[src/hw/exc_defs.svh]
// Constants for the exception vector unit: offsets, vectors, fields, resets
`ifndef EXC_DEFS_SVH
`define EXC_DEFS_SVH

// --------------------
// Register byte offsets on the Avalon-MM slave
// --------------------
`define EXC_OFS_CTRL        4'h0
`define EXC_OFS_STATUS      4'h4
`define EXC_OFS_FAULT_CAUSE 4'h8

// --------------------
// Vector offsets, 20 bits wide
// --------------------
`define EXC_VEC_NONE        20'h00000
`define EXC_VEC_SYS_RESET   20'h00100
`define EXC_VEC_MACH_CHECK  20'h00200
`define EXC_VEC_DATA_FAULT  20'h00300
`define EXC_VEC_INSTR_FAULT 20'h00400
`define EXC_VEC_EXT_INT     20'h00500
`define EXC_VEC_ALIGN       20'h00600
`define EXC_VEC_PROGRAM     20'h00700
`define EXC_VEC_FP_UNAVAIL  20'h00800
`define EXC_VEC_COUNTDOWN   20'h00900
`define EXC_VEC_SYS_MGMT    20'h01400

// --------------------
// Control register fields
// --------------------
`define EXC_CTRL_ASYNC_EN   0
`define EXC_CTRL_FP_AVAIL   1
`define EXC_CTRL_FP_IMPREC  2
`define EXC_CTRL_EXT_ACC_EN 3
`define EXC_CTRL_RESET      4'h0

// --------------------
// Status register fields
// --------------------
`define EXC_ST_VEC_MSB      19
`define EXC_ST_CD_PEND      20
`define EXC_ST_RST_PEND     21
`define EXC_ST_MC_PEND      22
`define EXC_ST_EXT_INT      23
`define EXC_ST_PRECISE      24
`define EXC_ST_SYNC         25

// --------------------
// Fault cause register fields
// --------------------
`define EXC_FC_NOT_FOUND    1
`define EXC_FC_PROTECT      4
`define EXC_FC_IO_SEGMENT   5
`define EXC_FC_STORE        6
`define EXC_FC_EXT_DISABLED 11
`define EXC_FC_RESET        32'h0000_0000

// --------------------
// Pin synchroniser lanes
// --------------------
`define EXC_PIN_SOFT_RST    0
`define EXC_PIN_HARD_RST    1
`define EXC_PIN_MACH_CHK    2
`define EXC_PIN_XFER_ERR    3
`define EXC_PIN_EXT_INT     4
`define EXC_PIN_SYS_MGMT    5
`define EXC_PIN_COUNT       6

`endif

[src/hw/exc_pkg.sv]
// Types shared by the exception vector unit
`default_nettype none
package exc_pkg;
	// Exception kind, one-hot
	typedef enum logic [9:0] {
		EXC_NONE        = 10'h000,
		EXC_SYS_RESET   = 10'h001,
		EXC_MACH_CHECK  = 10'h002,
		EXC_DATA_FAULT  = 10'h004,
		EXC_INSTR_FAULT = 10'h008,
		EXC_EXT_INT     = 10'h010,
		EXC_ALIGN       = 10'h020,
		EXC_PROGRAM     = 10'h040,
		EXC_FP_UNAVAIL  = 10'h080,
		EXC_COUNTDOWN   = 10'h100,
		EXC_SYS_MGMT    = 10'h200
	} exc_kind_e;
	typedef logic [19:0] vector_t;
endpackage
`default_nettype wire

[src/hw/exception_vector_unit.sv]
// Exception recognition, prioritisation and vectoring with fault-cause reg
//
// How it works
// - Soft or hard reset pin gives vector 00100.
// - Transfer error in a data bus transaction, machine check, parity give 00200.
// - Data fault sets cause bit 1 on translation miss.
// - Data fault sets cause bit 4 on protection.
// - Cause bit 5: external/reserve word in I/O segment.
// - Cause bit 6 set on store, cleared on load.
// - Cause bit 11: external-control word while disabled.
// - Untranslatable fetch gives instruction fault at 00400.
// - Fetch from direct-store segment gives instruction fault.
// - Key and page bits forbidding read fault fetch.
// - External interrupt 00500 needs enable and pin asserted.
// - Impossible access, FP op in I/O segment: 00600.
// - External, countdown, management interrupts: maskable, precise.
// - Instruction exceptions are synchronous and always precise.
// - Imprecise FP mode still delivers precise exceptions.
// - Maskable async waits for instruction completion.
// - FP enabled, illegal, privileged, trap give 00700.
// - FP instruction while FP unavailable gives 00800.
// - Countdown msb rising with enable gives 00900.
`default_nettype none
`include "exc_defs.svh"
module exception_vector_unit (
	input  wire logic          i_core_clk,
	input  wire logic          i_reset,
	// Avalon-MM slave
	input  wire logic [3:0]    i_avs_address,
	input  wire logic          i_avs_read,
	input  wire logic          i_avs_write,
	input  wire logic [31:0]   i_avs_writedata,
	input  wire logic [3:0]    i_avs_byteenable,
	output logic [31:0]        o_avs_readdata,
	output logic               o_avs_waitrequest,
	// Asynchronous pins from system logic
	input  wire logic          i_soft_reset_in,
	input  wire logic          i_hard_reset_in,
	input  wire logic          i_machine_check_in,
	input  wire logic          i_transfer_error_in,
	input  wire logic          i_ext_int_in,
	input  wire logic          i_system_mgmt_int,
	// Same-clock indications from bus and parity logic
	input  wire logic          i_data_bus_active,
	input  wire logic          i_addr_parity_err,
	input  wire logic          i_data_parity_err,
	// Load/store unit data fault inputs
	input  wire logic          i_dsf_valid,
	input  wire logic          i_dsf_not_found,
	input  wire logic          i_dsf_protect,
	input  wire logic          i_dsf_segment_io_flag,
	input  wire logic          i_dsf_ext_ctl_op,
	input  wire logic          i_dsf_reserve_op,
	input  wire logic          i_dsf_store,
	// Fetch unit inputs
	input  wire logic          i_fetch_valid,
	input  wire logic          i_fetch_no_xlate,
	input  wire logic          i_fetch_direct_store,
	input  wire logic          i_supervisor_key,
	input  wire logic          i_user_key,
	input  wire logic [1:0]    i_page_protect_bits,
	// Execution inputs
	input  wire logic          i_user_state,
	input  wire logic          i_align_fault,
	input  wire logic          i_fp_mem_op,
	input  wire logic          i_operand_io_seg,
	input  wire logic          i_fp_enabled_exc,
	input  wire logic          i_illegal_op,
	input  wire logic          i_priv_op,
	input  wire logic          i_trap_hit,
	input  wire logic          i_fp_instr,
	input  wire logic          i_countdown_msb,
	input  wire logic          i_instr_busy,
	input  wire logic          i_instr_done,
	// Exception delivery
	output logic               o_exc_take,
	output exc_pkg::vector_t   o_exc_vector,
	output exc_pkg::exc_kind_e o_exc_kind,
	output logic               o_exc_sync,
	output logic               o_exc_precise,
	output logic               o_exc_maskable
);
	import exc_pkg::*;

	// --------------------
	// Declarations
	// --------------------
	logic [`EXC_PIN_COUNT-1:0] pins_raw;     // Pin bundle before sync
	logic [`EXC_PIN_COUNT-1:0] pins_sync;    // Pin bundle after sync
	logic [`EXC_PIN_COUNT-1:0] pins_prev_ff; // For rising edge detect
	logic [`EXC_PIN_COUNT-1:0] pins_rise;    // One-cycle rise pulses
	logic [3:0]    ctrl_ff;          // Software control bits
	logic [3:0]    nxt_ctrl;
	logic [31:0]   fault_cause_ff;   // Data access fault cause
	logic [31:0]   nxt_fault_cause;
	logic          rst_pend_ff;      // System reset pending
	logic          mc_pend_ff;       // Machine check pending
	logic          cd_pend_ff;       // Countdown pending
	logic          cd_msb_prev_ff;   // Countdown msb last cycle
	logic          ack_ff;           // Bus answer phase
	logic [31:0]   rdata_ff;         // Registered read data
	logic          take_ff;
	vector_t       vector_ff;
	exc_kind_e     kind_ff;
	logic          sync_ff;
	logic          precise_ff;
	logic          maskable_ff;
	logic          mc_event;         // New machine check cause
	logic          async_en;
	logic          fp_avail;
	logic          ext_acc_en;
	logic          dsf_hit;
	logic          isf_read_blocked;
	logic          isf_hit;
	logic          align_hit;
	logic          prog_hit;
	logic          fpu_hit;
	logic          async_window;     // Maskable async may be taken
	logic          ext_hit;
	logic          cd_hit;
	logic          smi_hit;
	exc_kind_e     sel_kind;         // Winner this cycle
	logic          wr_en;            // Write takes effect this edge
	logic [31:0]   be_mask;          // Byte enables widened to bits

	// --------------------
	// Pin synchronisers
	// --------------------
	assign pins_raw[`EXC_PIN_SOFT_RST] = i_soft_reset_in;
	assign pins_raw[`EXC_PIN_HARD_RST] = i_hard_reset_in;
	assign pins_raw[`EXC_PIN_MACH_CHK] = i_machine_check_in;
	assign pins_raw[`EXC_PIN_XFER_ERR] = i_transfer_error_in;
	assign pins_raw[`EXC_PIN_EXT_INT]  = i_ext_int_in;
	assign pins_raw[`EXC_PIN_SYS_MGMT] = i_system_mgmt_int;

	// One synchroniser per pin lane
	genvar g;
	generate
		for (g = 0; g < `EXC_PIN_COUNT; g = g + 1) begin : g_pin
			pin_sync u_sync (
				.i_core_clk (i_core_clk),
				.i_reset    (i_reset),
				.i_async    (pins_raw[g]),
				.o_sync     (pins_sync[g])
			);
		end
	endgenerate

	// Edge detect works on the second stage only
	always_ff @(posedge i_core_clk) begin
		if (i_reset) begin
			pins_prev_ff <= '0;
		end else begin
			pins_prev_ff <= pins_sync;
		end
	end
	assign pins_rise = pins_sync & ~pins_prev_ff;

	// --------------------
	// Control decode
	// --------------------
	assign async_en   = ctrl_ff[`EXC_CTRL_ASYNC_EN];
	assign fp_avail   = ctrl_ff[`EXC_CTRL_FP_AVAIL];
	assign ext_acc_en = ctrl_ff[`EXC_CTRL_EXT_ACC_EN];

	// --------------------
	// Non-maskable causes
	// --------------------
	// Transfer error counts only inside a data bus transaction
	assign mc_event = pins_rise[`EXC_PIN_MACH_CHK]
		| (pins_rise[`EXC_PIN_XFER_ERR] & i_data_bus_active)
		| i_addr_parity_err | i_data_parity_err;

	// Pending flags: a new cause wins over the clear on take
	always_ff @(posedge i_core_clk) begin
		if (i_reset) begin
			rst_pend_ff <= 1'b0;
			mc_pend_ff  <= 1'b0;
		end else begin
			rst_pend_ff <= (rst_pend_ff & (sel_kind != EXC_SYS_RESET))
				| pins_rise[`EXC_PIN_SOFT_RST]
				| pins_rise[`EXC_PIN_HARD_RST];
			mc_pend_ff <= (mc_pend_ff & (sel_kind != EXC_MACH_CHECK))
				| mc_event;
		end
	end

	// --------------------
	// Instruction-caused causes, held by the pipeline until taken
	// --------------------
	// Ext-control word with access disabled is itself a data fault
	assign dsf_hit = i_dsf_valid
		| (i_dsf_ext_ctl_op & ~ext_acc_en);

	// Read blocked when selected key is 1 and page bits are 00
	assign isf_read_blocked = (i_user_state ? i_user_key : i_supervisor_key)
		& (i_page_protect_bits == 2'b00);
	assign isf_hit = i_fetch_valid & (i_fetch_no_xlate
		| i_fetch_direct_store
		| isf_read_blocked);

	assign align_hit = i_align_fault
		| (i_fp_mem_op & i_operand_io_seg);

	// Imprecise FP mode bit is ignored: FP faults always come here
	assign prog_hit = i_fp_enabled_exc
		| i_illegal_op
		| (i_priv_op & i_user_state)
		| i_trap_hit;

	assign fpu_hit = i_fp_instr & ~fp_avail;

	// --------------------
	// Maskable asynchronous causes
	// --------------------
	// Idle pipeline takes at once, else wait for completion
	assign async_window = ~i_instr_busy | i_instr_done;

	assign ext_hit = async_en & pins_sync[`EXC_PIN_EXT_INT];
	assign cd_hit  = async_en & cd_pend_ff;
	assign smi_hit = async_en & pins_sync[`EXC_PIN_SYS_MGMT];

	// Countdown msb 0->1 latches a request until serviced
	always_ff @(posedge i_core_clk) begin
		if (i_reset) begin
			cd_msb_prev_ff <= 1'b0;
			cd_pend_ff     <= 1'b0;
		end else begin
			cd_msb_prev_ff <= i_countdown_msb;
			cd_pend_ff <= (cd_pend_ff & (sel_kind != EXC_COUNTDOWN))
				| (i_countdown_msb & ~cd_msb_prev_ff);
		end
	end

	// --------------------
	// Priority selection
	// --------------------
	// At most one winner; reset and machine check first, then synchronous faults, then maskable async ones
	always_comb begin
		if (rst_pend_ff) begin
			sel_kind = EXC_SYS_RESET;
		end else if (mc_pend_ff) begin
			sel_kind = EXC_MACH_CHECK;
		end else if (isf_hit) begin
			sel_kind = EXC_INSTR_FAULT;
		end else if (dsf_hit) begin
			sel_kind = EXC_DATA_FAULT;
		end else if (align_hit) begin
			sel_kind = EXC_ALIGN;
		end else if (prog_hit) begin
			sel_kind = EXC_PROGRAM;
		end else if (fpu_hit) begin
			sel_kind = EXC_FP_UNAVAIL;
		end else if (async_window & ext_hit) begin
			sel_kind = EXC_EXT_INT;
		end else if (async_window & cd_hit) begin
			sel_kind = EXC_COUNTDOWN;
		end else if (async_window & smi_hit) begin
			sel_kind = EXC_SYS_MGMT;
		end else begin
			sel_kind = EXC_NONE;
		end
	end

	// --------------------
	// Delivery registers
	// --------------------
	// Vector and class are registered; take is high after every cycle with a winner
	always_ff @(posedge i_core_clk) begin
		if (i_reset) begin
			take_ff     <= 1'b0;
			vector_ff   <= `EXC_VEC_NONE;
			kind_ff     <= EXC_NONE;
			sync_ff     <= 1'b0;
			precise_ff  <= 1'b0;
			maskable_ff <= 1'b0;
		end else begin
			take_ff <= (sel_kind != EXC_NONE);
			if (sel_kind != EXC_NONE) begin
				kind_ff <= sel_kind;
			end
			case (sel_kind)
				EXC_SYS_RESET: begin
					vector_ff   <= `EXC_VEC_SYS_RESET;
					sync_ff     <= 1'b0;
					precise_ff  <= 1'b0;
					maskable_ff <= 1'b0;
				end
				EXC_MACH_CHECK: begin
					vector_ff   <= `EXC_VEC_MACH_CHECK;
					sync_ff     <= 1'b0;
					precise_ff  <= 1'b0;
					maskable_ff <= 1'b0;
				end
				EXC_INSTR_FAULT, EXC_DATA_FAULT, EXC_ALIGN,
				EXC_PROGRAM, EXC_FP_UNAVAIL: begin
					sync_ff     <= 1'b1;
					precise_ff  <= 1'b1;
					maskable_ff <= 1'b0;
					case (sel_kind)
						EXC_INSTR_FAULT: vector_ff <= `EXC_VEC_INSTR_FAULT;
						EXC_DATA_FAULT:  vector_ff <= `EXC_VEC_DATA_FAULT;
						EXC_ALIGN:       vector_ff <= `EXC_VEC_ALIGN;
						EXC_PROGRAM:     vector_ff <= `EXC_VEC_PROGRAM;
						default:         vector_ff <= `EXC_VEC_FP_UNAVAIL;
					endcase
				end
				EXC_EXT_INT, EXC_COUNTDOWN, EXC_SYS_MGMT: begin
					sync_ff     <= 1'b0;
					precise_ff  <= 1'b1;
					maskable_ff <= 1'b1;
					case (sel_kind)
						EXC_EXT_INT:   vector_ff <= `EXC_VEC_EXT_INT;
						EXC_COUNTDOWN: vector_ff <= `EXC_VEC_COUNTDOWN;
						default:       vector_ff <= `EXC_VEC_SYS_MGMT;
					endcase
				end
				default: begin
					// Nothing taken: keep last vector and class visible
					vector_ff <= vector_ff;
				end
			endcase
		end
	end

	assign o_exc_take     = take_ff;
	assign o_exc_vector   = vector_ff;
	assign o_exc_kind     = kind_ff;
	assign o_exc_sync     = sync_ff;
	assign o_exc_precise  = precise_ff;
	assign o_exc_maskable = maskable_ff;

	// --------------------
	// Avalon-MM slave timing
	// --------------------
	// One wait state: data is looked up, then the access completes
	assign o_avs_waitrequest = (i_avs_read | i_avs_write) & ~ack_ff;
	assign wr_en = i_avs_write & ack_ff;

	always_ff @(posedge i_core_clk) begin
		if (i_reset) begin
			ack_ff <= 1'b0;
		end else begin
			ack_ff <= (i_avs_read | i_avs_write) & ~ack_ff;
		end
	end

	// Byte enables widened to a bit mask
	generate
		for (g = 0; g < 4; g = g + 1) begin : g_be
			assign be_mask[g*8 +: 8] = {8{i_avs_byteenable[g]}};
		end
	endgenerate

	// Read data captured in the wait cycle; unmapped reads give zero
	always_ff @(posedge i_core_clk) begin
		if (i_reset) begin
			rdata_ff <= '0;
		end else if (i_avs_read & ~ack_ff) begin
			case (i_avs_address)
				`EXC_OFS_CTRL:        rdata_ff <= {28'h0, ctrl_ff};
				`EXC_OFS_STATUS:      rdata_ff <= {6'h0,
					sync_ff, precise_ff,
					pins_sync[`EXC_PIN_EXT_INT],
					mc_pend_ff, rst_pend_ff, cd_pend_ff,
					vector_ff};
				`EXC_OFS_FAULT_CAUSE: rdata_ff <= fault_cause_ff;
				default:              rdata_ff <= 32'h0000_0000;
			endcase
		end
	end
	assign o_avs_readdata = rdata_ff;

	// --------------------
	// Control register
	// --------------------
	// Any exception taken drops the async enable, like supervisor
	// entry does; this also stops a level interrupt re-firing.
	always_comb begin
		nxt_ctrl = ctrl_ff;
		if (wr_en & (i_avs_address == `EXC_OFS_CTRL)
			& i_avs_byteenable[0]) begin
			nxt_ctrl = i_avs_writedata[3:0];
		end
		if (sel_kind != EXC_NONE) begin
			nxt_ctrl[`EXC_CTRL_ASYNC_EN] = 1'b0;
		end
	end

	always_ff @(posedge i_core_clk) begin
		if (i_reset) begin
			ctrl_ff <= `EXC_CTRL_RESET;
		end else begin
			ctrl_ff <= nxt_ctrl;
		end
	end

	// --------------------
	// Data access fault cause register
	// --------------------
	// Hardware load on a taken data fault wins over a software write
	always_comb begin
		nxt_fault_cause = fault_cause_ff;
		if (wr_en & (i_avs_address == `EXC_OFS_FAULT_CAUSE)) begin
			nxt_fault_cause = (fault_cause_ff & ~be_mask)
				| (i_avs_writedata & be_mask);
		end
		if (sel_kind == EXC_DATA_FAULT) begin
			nxt_fault_cause = 32'h0000_0000;
			nxt_fault_cause[`EXC_FC_NOT_FOUND] =
				i_dsf_not_found;
			nxt_fault_cause[`EXC_FC_PROTECT] =
				i_dsf_protect;
			nxt_fault_cause[`EXC_FC_IO_SEGMENT] = i_dsf_segment_io_flag
				& (i_dsf_ext_ctl_op | i_dsf_reserve_op);
			nxt_fault_cause[`EXC_FC_STORE] = i_dsf_store;
			nxt_fault_cause[`EXC_FC_EXT_DISABLED] =
				i_dsf_ext_ctl_op & ~ext_acc_en;
		end
	end

	always_ff @(posedge i_core_clk) begin
		if (i_reset) begin
			fault_cause_ff <= `EXC_FC_RESET;
		end else begin
			fault_cause_ff <= nxt_fault_cause;
		end
	end
endmodule
`default_nettype wire

[src/hw/pin_sync.sv]
// Two-stage synchroniser for one asynchronous pin
`default_nettype none
module pin_sync (
	input  wire logic i_core_clk,
	input  wire logic i_reset,
	input  wire logic i_async,
	output logic      o_sync
);
	logic meta_ff; // First stage, read only by the second
	logic sync_ff; // Second stage, safe for logic

	// --------------------
	// Two flops in series
	// --------------------
	always_ff @(posedge i_core_clk) begin
		if (i_reset) begin
			meta_ff <= 1'b0;
			sync_ff <= 1'b0;
		end else begin
			meta_ff <= i_async;
			sync_ff <= meta_ff;
		end
	end

	assign o_sync = sync_ff;
endmodule
`default_nettype wire

[config.mk]
export PLATFORM = sky130hd
export DESIGN_NAME = exception_vector_unit
export DESIGN_NICKNAME = d
export VERILOG_FILES = /design/src/hw/exc_pkg.sv /design/src/hw/exception_vector_unit.sv /design/src/hw/pin_sync.sv
export VERILOG_INCLUDE_DIRS = /design/src /design/src/hw
export SDC_FILE = /design/constraint.sdc
export NUM_CORES = 1
export LEC_CHECK = 0
export BUFFER_PORTS_ARGS = -buffer_cell sky130_fd_sc_hd__buf_2
export CORE_MARGIN = 3
export CORE_UTILIZATION = 54
export CTS_CLUSTER_DIAMETER = 150
export DETAILED_ROUTE_END_ITERATION = 6
export GPL_TIMING_DRIVEN = 1
export PLACE_DENSITY = 0.9
export SLEW_MARGIN = 20
export SYNTH_ARGS = -nofsm -noshare
export SYNTH_HDL_FRONTEND = slang
export SYNTH_SLANG_ARGS = --single-unit
[constraint.sdc]
create_clock -name i_core_clk -period 4.3 [get_ports i_core_clk]
set_clock_uncertainty 0.15 [all_clocks]
set_input_delay 0.215 -clock i_core_clk [delete_from_list [all_inputs] [get_ports i_core_clk]]
set_output_delay 0.215 -clock i_core_clk [all_outputs]
set_load 0.02 [all_outputs]
## Word level (Yosys, flattened, before mapping)

Cells that the tools add are included.

| word-level totals | value |
|---|---|
| register bits | 123 |
| bits of input ports | 79 |
| word-level logic and storage cells | 132 |

| cells by class | value |
|---|---|
| equality and inequality tests | 15 |
| mux-type cells | 20 |
| bitwise gates (word level) | 52 |
| reductions and logical operators | 16 |

Operator list:

| cell | count |
|---|---|
| $mux 10 | 10 |
| $pmux 32 s3 | 1 |
| $pmux 20 s4 | 1 |
| $and 32x32->32 | 2 |
| $pmux 12 s4 | 1 |
| $not 32->32 | 1 |
| $or 32x32->32 | 1 |
| $pmux 13 s2 | 1 |
| $and 1x1->1 | 24 |
| $mux 12 | 2 |
| $or 1x1->1 | 17 |
| $eq 10x1->1 const B | 1 |
| $eq 10x10->1 const B | 1 |
| $eq 10x2->1 const B | 1 |
| $eq 10x3->1 const B | 1 |
| $eq 10x4->1 const B | 1 |
| $eq 10x5->1 const B | 1 |
| $eq 10x6->1 const B | 1 |
| $eq 10x7->1 const B | 1 |
| $eq 10x8->1 const B | 1 |
| $eq 10x9->1 const B | 1 |
| $ne 10x1->1 const B | 1 |
| $ne 10x2->1 const B | 1 |
| $ne 10x9->1 const B | 1 |
| 17 further kinds | 29 |

## Longest topological paths before layout

Gate-level depths: netlist of the first run.

| logic depth | value |
|---|---|
| word-level depth | 17 |
| depth in mapped cells | 8 |
| mapped depth without buffers | 5 |

## By module

Synthesis of the first run repeated with hierarchy kept, for this count alone.

| unflattened totals | value |
|---|---|
| cells, all modules | 508 |
| area, all modules | 4287.9 µm² |

Modules (own cells, without submodules):

| module | times used | cells an instance | area an instance (µm²) |
|---|---|---|---|
| exception_vector_unit | 1 | 484 | 3972.6 |
| pin_sync | 6 | 4 | 52.6 |

## Least setup slack after synthesis of the first run

No wires, ideal clock.

| path | value |
|---|---|
| path type | input to register |
| from | in i_user_state |
| to | reg kind_ff[0], in the netlist o_exc_kind[0] |
| arrival time | 1831 ps |
| data required time | 4025 ps |
| setup slack | 2195 ps |
| stages on the path | 7 |
| buffers on the path | 2 |
| path through | a2111oi_4 > nand4_4 > or4_1 > buf_2 > buf_6 > a31oi_1 > nor2_1 |

| on the way | value |
|---|---|
| word-level cells in the longest chain between the ends | 10 |
| elaborated cells between the ends (all ways) | 14 |
| those cells by class | 7 x mux; 6 x bitwise; 1 x reduce/logical |

RTL lines:

| item | RTL line | text |
|---|---|---|
| start: declaration | exception_vector_unit.sv:63 | `input wire logic i_user_state,` |
| $and 1x1->1 | exception_vector_unit.sv:208 | `\| (i_priv_op & i_user_state)` |
| $or 1x1->1 | exception_vector_unit.sv:208 |  |
| $or 1x1->1 | exception_vector_unit.sv:209 | `\| i_trap_hit;` |
| $mux 10 | exception_vector_unit.sv:250 | `end else if (prog_hit) begin` |
| $mux 10 | exception_vector_unit.sv:248 | `end else if (align_hit) begin` |
| $mux 10 | exception_vector_unit.sv:246 | `end else if (dsf_hit) begin` |
| $mux 10 * | exception_vector_unit.sv:244 | `end else if (isf_hit) begin` |
| $mux 10 * | exception_vector_unit.sv:242 | `end else if (mc_pend_ff) begin` |
| $mux 10 * | exception_vector_unit.sv:240 | `if (rst_pend_ff) begin` |
| $reduce_bool 10->1 | exception_vector_unit.sv:279 | `if (sel_kind != EXC_NONE) begin` |
| end signal: assignment | exception_vector_unit.sv:280 | `kind_ff <= sel_kind;` |
| end: declaration | exception_vector_unit.sv:104 | `exc_kind_e kind_ff;` |

Every way passes the cells marked *; elsewhere a longest branch is shown, timed or not.
A chain may end at the register's enable or synchronous reset.

==> out/metrics.yaml, run 1 <==
min_path:
  hold_class: "primary input to flip-flop"
floorplanning:
  fp.dieH_um: 95.6
  io_pins: 146
  fp-row-count: 32
  die_w_um: 95.6
  start_util: 0.558
  core_um2: 7770
  dieArea_um2: 9140
global_route:
  grt_max_degree: 81
  grt_overflow: 0
  grt_pass1_wl_mm: 18.5
  grt_use_total: 0.259
  antenna_found_initial: 0
  grt_pass1_vias: 4036
sta:
  hold_violations: 0
  fin_crit_ns: 2.79
  min_period_over_period: 0.649
  drv_slew: 0
  fmax_mhz: 358
  slew_headroom: 0.380
  setup_viol: 0
  grt_setup_unrepaired: "false"
  setup_tns_ns: 0
  worstMarginPinSlew_ns: 0.928
  setup_ws_ns: 1.51
routing:
  via_count: 4176
  wl_met3_um: 877
  drcViolationCount: 0
  firstDrtPassIters: 6
  wl_met2_mm: 5.93
  met1_length_mm: 4.77
  viasPerCell: 5.46
  wl_per_cell_um: 15.6
  routed_wl_mm: 11.9
  drtIter0Drc: 305
  detail-route-antenna-nets: 0
  maxUsedRoutingLayer: "met4"
layout:
  syn_to_final_growth_pct: 28.1
  finalNetCount: 738
  drive_gt1_frac: 0.240
  antenna_cells: 0
  multi_input_comb_area_um2: 1950
  seq_area_um2: 2160
  fill_cells: 583
worst_setup_path:
  cp_slowest_cell: "nand2_1"
  crit_type: "flip-flop to flip-flop"
  end_kind: "flip-flop"
  worstSetupStartpointType: "flip-flop"
  cp.arrival_ns: 2.84
  worstPathRequired_ns: 4.35
  slowest_delay_ns: 0.81
  crit_chain: "nor2_1 > o211ai_2 > nand2b_1 > nand2_1 > a21oi_1"
  critPathMaxFanout: 27
clock_network:
  clock_latency_ns: 0.36
  numCtsBuffers: 9
  clk_pin_slew_ns: 0.09
  cts_tree: "built"
  cts_resized: 0
  cts.path.max_buffers: 2
  cts_htree_levels: 3
  cts_root_buf: "clkbuf_8"
  cts_sinks: 108
yosys:
  syn_area_per_cell_um2: 8.53
  synth_edf_count: 0
  ys_ff_latch: 108
  synth_warnings: 0
  ys_types: 48
  async_flop_share: 0
  netlist_area_um2: 4340
  synthCells: 508
  ys.flop_type: "dfxtp_1"
  yosysSeqAreaShare: 0.499
pwr:
  internal-power_w: 0.00139
  switchingPower_w: 0.000458
  clkPwrFrac: 0.329
  switching_share: 0.248
  pwr-share-comb: 0.111
  seq_power_share: 0.560
  irDropWorstVdd_uv: 179
  power_density_nw_per_um2: 333
  p_leak_nw: 2.25
placement:
  dpl.hpwl_mm: 8.08
  gp_congestion: 0.835
  io_buffers: 130
  place_ws_ns: 1.36
status:
  outcome: "finished, final reports clean"
flow_run:
  drv_cap: 0
## power groups by stage
| stage | Clock [W] | Combinational (W) | Sequential [W] |
|---|---|---|---|
| CTS | 0.000616 | 0.000201 | 0.00104 |
| detailed placement | 0 | 0.000172 | 0.00106 |
| finish | 0.000609 | 0.000206 | 0.00104 |
| global route | 0.000654 | 0.000224 | 0.00104 |
| global placement | 0 | 0.000167 | 0.00106 |
| floorplan | 0 | 0.000108 | 0.00106 |
## cells in the mapped netlist (2+ instances only)
master | instances | area, um2
inv_1 | 4 | 15.0
buf_2 | 3 | 15.0
nor3_1 | 9 | 45.0
nor4b_1 | 2 | 17.5
nor2b_1 | 21 | 131
nand3b_1 | 3 | 22.5
dfxtp_1 | 108 | 2160
buf_4 | 16 | 120
a311oi_1 | 5 | 43.8
a31oi_1 | 6 | 37.5
a21oi_1 | 76 | 380
nand3_1 | 57 | 285
dlygate4sd1_1 | 2 | 17.5
nor2_1 | 52 | 195
buf_1 | 2 | 7.51
mux2i_1 | 10 | 100
a2111oi_0 | 2 | 17.5
clkbuf_1 | 26 | 97.6
and2b_1 | 2 | 15.0
nand2b_1 | 4 | 25.0
o21a_1 | 2 | 15.0
a22oi_1 | 11 | 82.6
o21ai_0 | 3 | 15.0
nand2_1 | 56 | 210
or2b_1 | 2 | 15.0
buf_6 | 2 | 22.5
## area by class of cell
cell class / instances / area share
sequential: 108 / 0.389
timing repair buffer: 177 / 0.199
clock buffer: 12 / 0.0261
clock inverter: 3 / 0.00834
multi-input combinational: 359 / 0.351
tap: 102 / 0.0230
inverter: 4 / 0.00270
## critical path: cells and delay by family, from the launching register on
| family | cells | cell delay [ns] |
|---|---|---|
| AO/OA/AOI/OAI | 2 | 0.42 |
| flip-flops | 1 | 0.40 |
| AND/OR/NAND/NOR | 3 | 1.65 |
## layer usage
layer / vias to the layer above / GRT usage
li1: 2035 / -
met1: 1913 / 0.300
met2: 195 / 0.459
met3: 33 / 0.0616
met4: 0 / 0.102
met5: - / 0
## cells in the final DEF (no fill, tap or decap), drive strengths merged, types with 3 or more instances in the layout
cell type / n
buf: 136
dfxtp: 108
a21oi: 76
nand3: 57
nand2: 56
nor2: 52
dlygate4sd3: 41
nor2b: 21
conb: 15
clkbuf: 12
a22oi: 11
mux2i: 10
nor3: 9
a31oi: 6
a311oi: 5
inv: 5
nand2b: 4
o21ai: 3
nand3b: 3
nor4b: 3
a2111oi: 3
## worst paths after layout
check	startpoint	endpoint	slack, ns	depth (start not counted)
setup reg to reg	rst_pend_ff	flip-flop	1.51	5
hold / removal	i_dsf_protect	fault_cause_ff[4]	0.02	3
setup / recovery	rst_pend_ff	flip-flop	1.51	5
hold reg to reg	g_pin[1].u_sync.meta_ff	g_pin[1].u_sync.o_sync	0.30	1
## timing repair
action,4_1_cts,5_1_grt
endpoints found under the hold margin,41,0
buffers inserted,0,0
hold buffers,41,0
## cells by family after synthesis
kind of cell	after synthesis	share of synthesized area
flip-flops	108	0.499
AO/OA/AOI/OAI	114	0.160
other	1	0.000865
AND/OR/NAND/NOR	220	0.250
buffers and inverters	55	0.0681
multiplexers	10	0.0231
## per-stage QoR
step | hold slack (ns) | utilization | area (um2) | std cells | power, W
2_1_floorplan | 0.193 | - | 4390 | 522 | 0.00117
3_3_place_gp | 0.266 | 0.636 | 4940 | 709 | 0.00122
3_5_place_dp | 0.275 | 0.636 | 4940 | 709 | 0.00123
4_1_cts | 0.00140 | 0.714 | 5550 | 765 | 0.00185
5_1_grt | 0.0123 | 0.715 | 5550 | 765 | 0.00192
6_report | 0.0150 | 0.715 | 5550 | 765 | 0.00185
No activity file was read; power rests on OpenSTA's default activity.
==> inputs of run 2 (changes only) <==
--- a/config.mk
+++ b/config.mk
@@ -8,11 +8,11 @@
 export LEC_CHECK = 0
 export BUFFER_PORTS_ARGS = -buffer_cell sky130_fd_sc_hd__buf_2
 export CORE_MARGIN = 3
-export CORE_UTILIZATION = 54
+export CORE_UTILIZATION = 45
 export CTS_CLUSTER_DIAMETER = 150
 export DETAILED_ROUTE_END_ITERATION = 6
 export GPL_TIMING_DRIVEN = 1
-export PLACE_DENSITY = 0.9
+export PLACE_DENSITY = 0.8
 export SLEW_MARGIN = 20
 export SYNTH_ARGS = -nofsm -noshare
 export SYNTH_HDL_FRONTEND = slang
==> constraint.sdc (replaced) <==
create_clock -name i_core_clk -period 2.4 [get_ports i_core_clk]
set_clock_uncertainty 0.15 [all_clocks]
set_input_delay 0.12 -clock i_core_clk [delete_from_list [all_inputs] [get_ports i_core_clk]]
set_output_delay 0.12 -clock i_core_clk [all_outputs]
set_load 0.02 [all_outputs]
==> run 2 against run 1 <==
Clock power is 95% higher; final area rose by 9.1%; setup slack got worse by 1.5 ns; die area up 19%; power is 86% higher; sequential power increased by 79%; worst hold slack better by 0.048 ns; sequential share of layout area shrank 3.2 points; global-route usage fell by 2.7 points; register-to-register slack got worse by 1.5 ns; count of clock-buffer cells in the layout is 1 lower; first-iteration DRC count decreased by 47%; critical path type unchanged; largest power group unchanged.
==> out/metrics.yaml, run 2 (synthesized netlist as in run 1, its figures left out) <==
sta:
  fin_crit_ns: 2.36
  worstMarginPinSlew_ns: 0.819
  hold_violations: 0
  drv_slew: 0
  fmax_mhz: 424
  setup_viol: 0
  setup_tns_ns: 0
  grt_setup_unrepaired: "false"
  min_period_over_period: 0.982
  slew_headroom: 0.449
clock_network:
  cts_tree: "built"
  cts_sinks: 108
  numCtsBuffers: 9
  clk_pin_slew_ns: 0.11
  cts.path.max_buffers: 2
  clock_latency_ns: 0.37
  cts_htree_levels: 3
  cts_root_buf: "clkbuf_8"
worst_setup_path:
  cp-endpoint: "o_exc_sync"
  worstRegToRegCells: 5
  critPathTopFamily: "simple AND/OR/NAND/NOR gates"
  end_kind: "flip-flop"
  slowest_delay_ns: 0.74
  cp.arrival_ns: 2.47
  timing.rr.end: "o_exc_sync"
  worstSetupStartpoint: "ctrl_ff[3]"
  crit_chain: "and2b_1 > or2_2 > nor4_1 > a21oi_1 > nor3b_1"
  worst-path-stages: 5
  cp_num_buf_inv: 0
  worstSetupStartpointType: "flip-flop"
  worstPathRequired_ns: 2.51
  r2r_slack_ns: 0.04
  cp_slowest_cell: "nor4_1"
  regToRegStartpoint: "ctrl_ff[3]"
  crit_type: "flip-flop to flip-flop"
  critPathMaxFanout: 5
global_route:
  grt_use_total: 0.232
  grt_overflow: 0
  grt_pass1_wl_mm: 20.6
  grt_max_degree: 49
  antenna_found_initial: 0
  grt_pass1_vias: 4254
routing:
  wl_per_cell_um: 15.1
  drcViolationCount: 0
  firstDrtPassIters: 5
  viasPerCell: 5.11
  detail-route-antenna-nets: 0
  drtIter0Drc: 163
  routed_wl_mm: 12.7
  via_count: 4292
pwr:
  p_leak_nw: 2.41
  irDropWorstVdd_uv: 357
  power_density_nw_per_um2: 569
layout:
  fin_cells: 840
  stdcell_area_um2: 6060
  final_common_cell: "buf_2"
  finalNetCount: 785
  drive_gt1_frac: 0.252
  syn_to_final_growth_pct: 39.8
  final_cell_mix: "buf_2 (130), dfxtp_1 (108), a21oi_1 (76)"
  utilization: 0.653
  antenna_cells: 0
placement:
  dp.cells: 750
  post_dp_cell_area_um2: 5080
  io_buffers: 130
  dpl.hpwl_mm: 8.65
  gp_congestion: 0.880
min_path:
  hold_class: "primary input to flip-flop"
floorplanning:
  io_pins: 146
  die_w_um: 104
  fp-row-count: 35
  core_um2: 9280
  dieArea_um2: 10800
  start_util: 0.467
  fp.dieH_um: 104
flow_run:
  drv_cap: 0
status:
  outcome: "finished, final reports clean"
-- run 2: worst min-delay path by stage --
stage / startpoint / to / slack [ns] / cells past startpoint
floorplan: i_countdown_msb / cd_msb_prev_ff / 0.1 / 1
global placement: i_ext_int_in / g_pin[4].u_sync.meta_ff / 0.18 / 2
detailed placement: i_ext_int_in / g_pin[4].u_sync.meta_ff / 0.19 / 2
CTS: i_fp_instr / o_exc_kind[7] / 0.05 / 4
global route: i_fp_instr / o_exc_kind[7] / 0.08 / 4
finish: i_fp_instr / o_exc_kind[7] / 0.06 / 4
-- run 2: metal layers --
layer / GRT usage / up-vias / wire length (um)
met5: 0 / - / 0
met4: 0.0779 / 0 / 188
met3: 0.0422 / 15 / 760
met2: 0.397 / 167 / 6320
met1: 0.295 / 1986 / 5410
li1: - / 2124 / -
-- run 2: report_power, final --
group | switching (W) | internal, W
Combinational | 0.000224 | 0.000182
Clock | 0.000633 | 0.000555
Sequential | 0.0000262 | 0.00183
-- run 2: through the flow --
step                setup slack (ns)  hold WS (ns)  power, W
floorplan                      0.335        0.0982   0.00210
global placement              0.0864         0.175   0.00222
detailed placement            0.0722         0.192   0.00223
CTS                           0.0313        0.0524   0.00346
global route                 0.00468        0.0771   0.00359
finish                        0.0434        0.0629   0.00345
-- run 2: area by class of cell --
| cell class | instances | area (um2) |
|---|---|---|
| Fill cell | 796 | 3220 |
| Multi-Input combinational cell | 359 | 1960 |
| Tap cell | 129 | 161 |
| Inverter | 4 | 15.0 |
| Sequential cell | 108 | 2160 |
| Clock buffer | 11 | 151 |
| Timing Repair Buffer | 224 | 1550 |
| Clock inverter | 5 | 66.3 |
-- run 2: worst reg2reg max path, delay by kind of cell (launching register included) --
family,cells,cell delay (ns)
simple gates,4,1.54
compound gates,1,0.21
flops,1,0.36
-- run 2: timing repair --
action | in CTS | in global routing
endpoints found under the hold margin | 46 | 0
hold buffers | 74 | 0
setup endpoints to repair | 0 | 5
setup buffers | 0 | 0
gates resized for setup | 0 | 6
==> inputs of run 3 (changes only) <==
--- a/config.mk
+++ b/config.mk
@@ -13,6 +13,7 @@
 export DETAILED_ROUTE_END_ITERATION = 6
 export GPL_TIMING_DRIVEN = 1
 export PLACE_DENSITY = 0.8
+export RECOVER_POWER = 100
 export SLEW_MARGIN = 20
 export SYNTH_ARGS = -nofsm -noshare
 export SYNTH_HDL_FRONTEND = slang
==> run 3 against run 2 <==
Largest cell class unchanged; highest routed layer unchanged; via count up 0.84%; wire length about the same; sequential cell count unchanged; maximum frequency up 2.8%; power down 0.24%; worst hold slack worse by 0.0072 ns.
==> out/metrics.yaml, run 3 (synthesized netlist as in run 1, its figures left out) <==
worst_setup_path:
  regToRegStartpoint: "ctrl_ff[3]"
  worstSetupStartpoint: "ctrl_ff[3]"
  worstSetupStartpointType: "flip-flop"
  cp_num_buf_inv: 0
  cp.arrival_ns: 2.41
  slowest_delay_ns: 0.69
  crit_chain: "and2b_1 > or2_2 > nor4_1 > a21oi_1 > nor3b_1"
  cp_slowest_cell: "nor4_1"
  critPathMaxFanout: 5
  critPathTopFamily: "simple AND/OR/NAND/NOR gates"
  end_kind: "flip-flop"
  worstPathRequired_ns: 2.51
  crit_type: "flip-flop to flip-flop"
placement:
  dpl.hpwl_mm: 8.65
  post_dp_cell_area_um2: 5080
  gp_congestion: 0.880
  io_buffers: 130
  dp.cells: 750
global_route:
  antenna_found_initial: 0
  grt_use_total: 0.232
  grt_pass1_vias: 4254
  grt_pass1_wl_mm: 20.6
  grt_overflow: 0
  grt_max_degree: 49
clock_network:
  cts_tree: "built"
  cts.path.max_buffers: 2
  cts_htree_levels: 3
  numCtsBuffers: 9
  cts_root_buf: "clkbuf_8"
  clk_pin_slew_ns: 0.11
  cts_sinks: 108
  post_cts_buffers: 0
  clock_latency_ns: 0.37
layout:
  antenna_cells: 0
  stdcell_area_um2: 5960
  finalNetCount: 785
  syn_to_final_growth_pct: 37.4
  fin_cells: 840
  final_cell_mix: "dfxtp_1 (108), buf_2 (77), a21oi_1 (76)"
  final_common_cell: "dfxtp_1"
  drive_gt1_frac: 0.169
  fill_cells: 833
sta:
  drv_slew: 0
  worstMarginPinSlew_ns: 0.748
  setup_viol: 0
  slew_headroom: 0.497
  fmax_mhz: 436
  min_period_over_period: 0.955
  fin_crit_ns: 2.29
  holdWs_ns: 0.0557
  hold_violations: 0
  setup_tns_ns: 0
  grt_setup_unrepaired: "false"
floorplanning:
  core_um2: 9280
  start_util: 0.467
  fp-row-count: 35
  io_pins: 146
  die_w_um: 104
  fp.dieH_um: 104
  dieArea_um2: 10800
routing:
  routed_wl_mm: 12.7
  drtIter0Drc: 187
  firstDrtPassIters: 5
  drcViolationCount: 0
  viasPerCell: 5.15
  detail-route-antenna-nets: 0
  wl_per_cell_um: 15.1
  via_count: 4328
status:
  outcome: "finished, final reports clean"
pwr:
  power_density_nw_per_um2: 578
  p_leak_nw: 2.16
  irDropWorstVdd_uv: 355
min_path:
  min_from: "i_fp_instr"
  hold_class: "primary input to flip-flop"
flow_run:
  drv_cap: 0
-- run 3: changes by cell type in the layout (fill, tap and decap cells not counted), sizes merged --
cell	change
buf	-60
clkbuf	+60
-- run 3: through the flow --
step                      setup slack [ns]   util  power, W
after floorplan                      0.335      -   0.00210
after global placement              0.0864  0.547   0.00222
after detailed placement            0.0722  0.547   0.00223
after CTS                           0.0313  0.651   0.00346
after global routing               0.00468  0.642   0.00358
final                                0.107  0.642   0.00344
-- run 3: power by group --
group	internal [W]	switching [W]
clock	0.000555	0.000634
sequential	0.00183	0.0000260
combinational	0.000174	0.000224
total	0.00256	0.000884
-- run 3: per-layer routing --
layer	GRT usage	share of wire
met1	0.295	0.43
met2	0.397	0.49
met3	0.0422	0.065
met4	0.0779	0.018
met5	0	0
-- run 3: path summary, 6_finish.rpt --
path,end,slack (ns),cells past startpoint
setup / recovery,o_exc_sync,0.11,5
hold / removal,o_exc_kind[7],0.06,4
setup reg to reg,o_exc_sync,0.11,5
hold reg to reg,g_pin[2].u_sync.o_sync,0.29,1
-- run 3: repair_timing --
action | in CTS | in global routing
resized for setup | 0 | 6
endpoints found under the hold margin | 46 | 0
endpoints found under the setup margin | 0 | 5
hold buffers | 74 | 0
-- run 3: layout make-up --
class	count	area, um2	area share
Sequential cell	108	2160	0.363
Inverter	4	15.0	0.00252
Tap cell	129	161	0.0271
Multi-Input combinational cell	359	1950	0.327
Clock inverter	5	66.3	0.0111
Clock buffer	11	151	0.0254
Timing Repair Buffer	224	1460	0.244
-- run 3: tightest hold or removal path, stage by stage --
cell	delay [ns]
buf_2	0.10
nor2b_1	0.14
nand3_1	0.11
a21oi_1	0.07
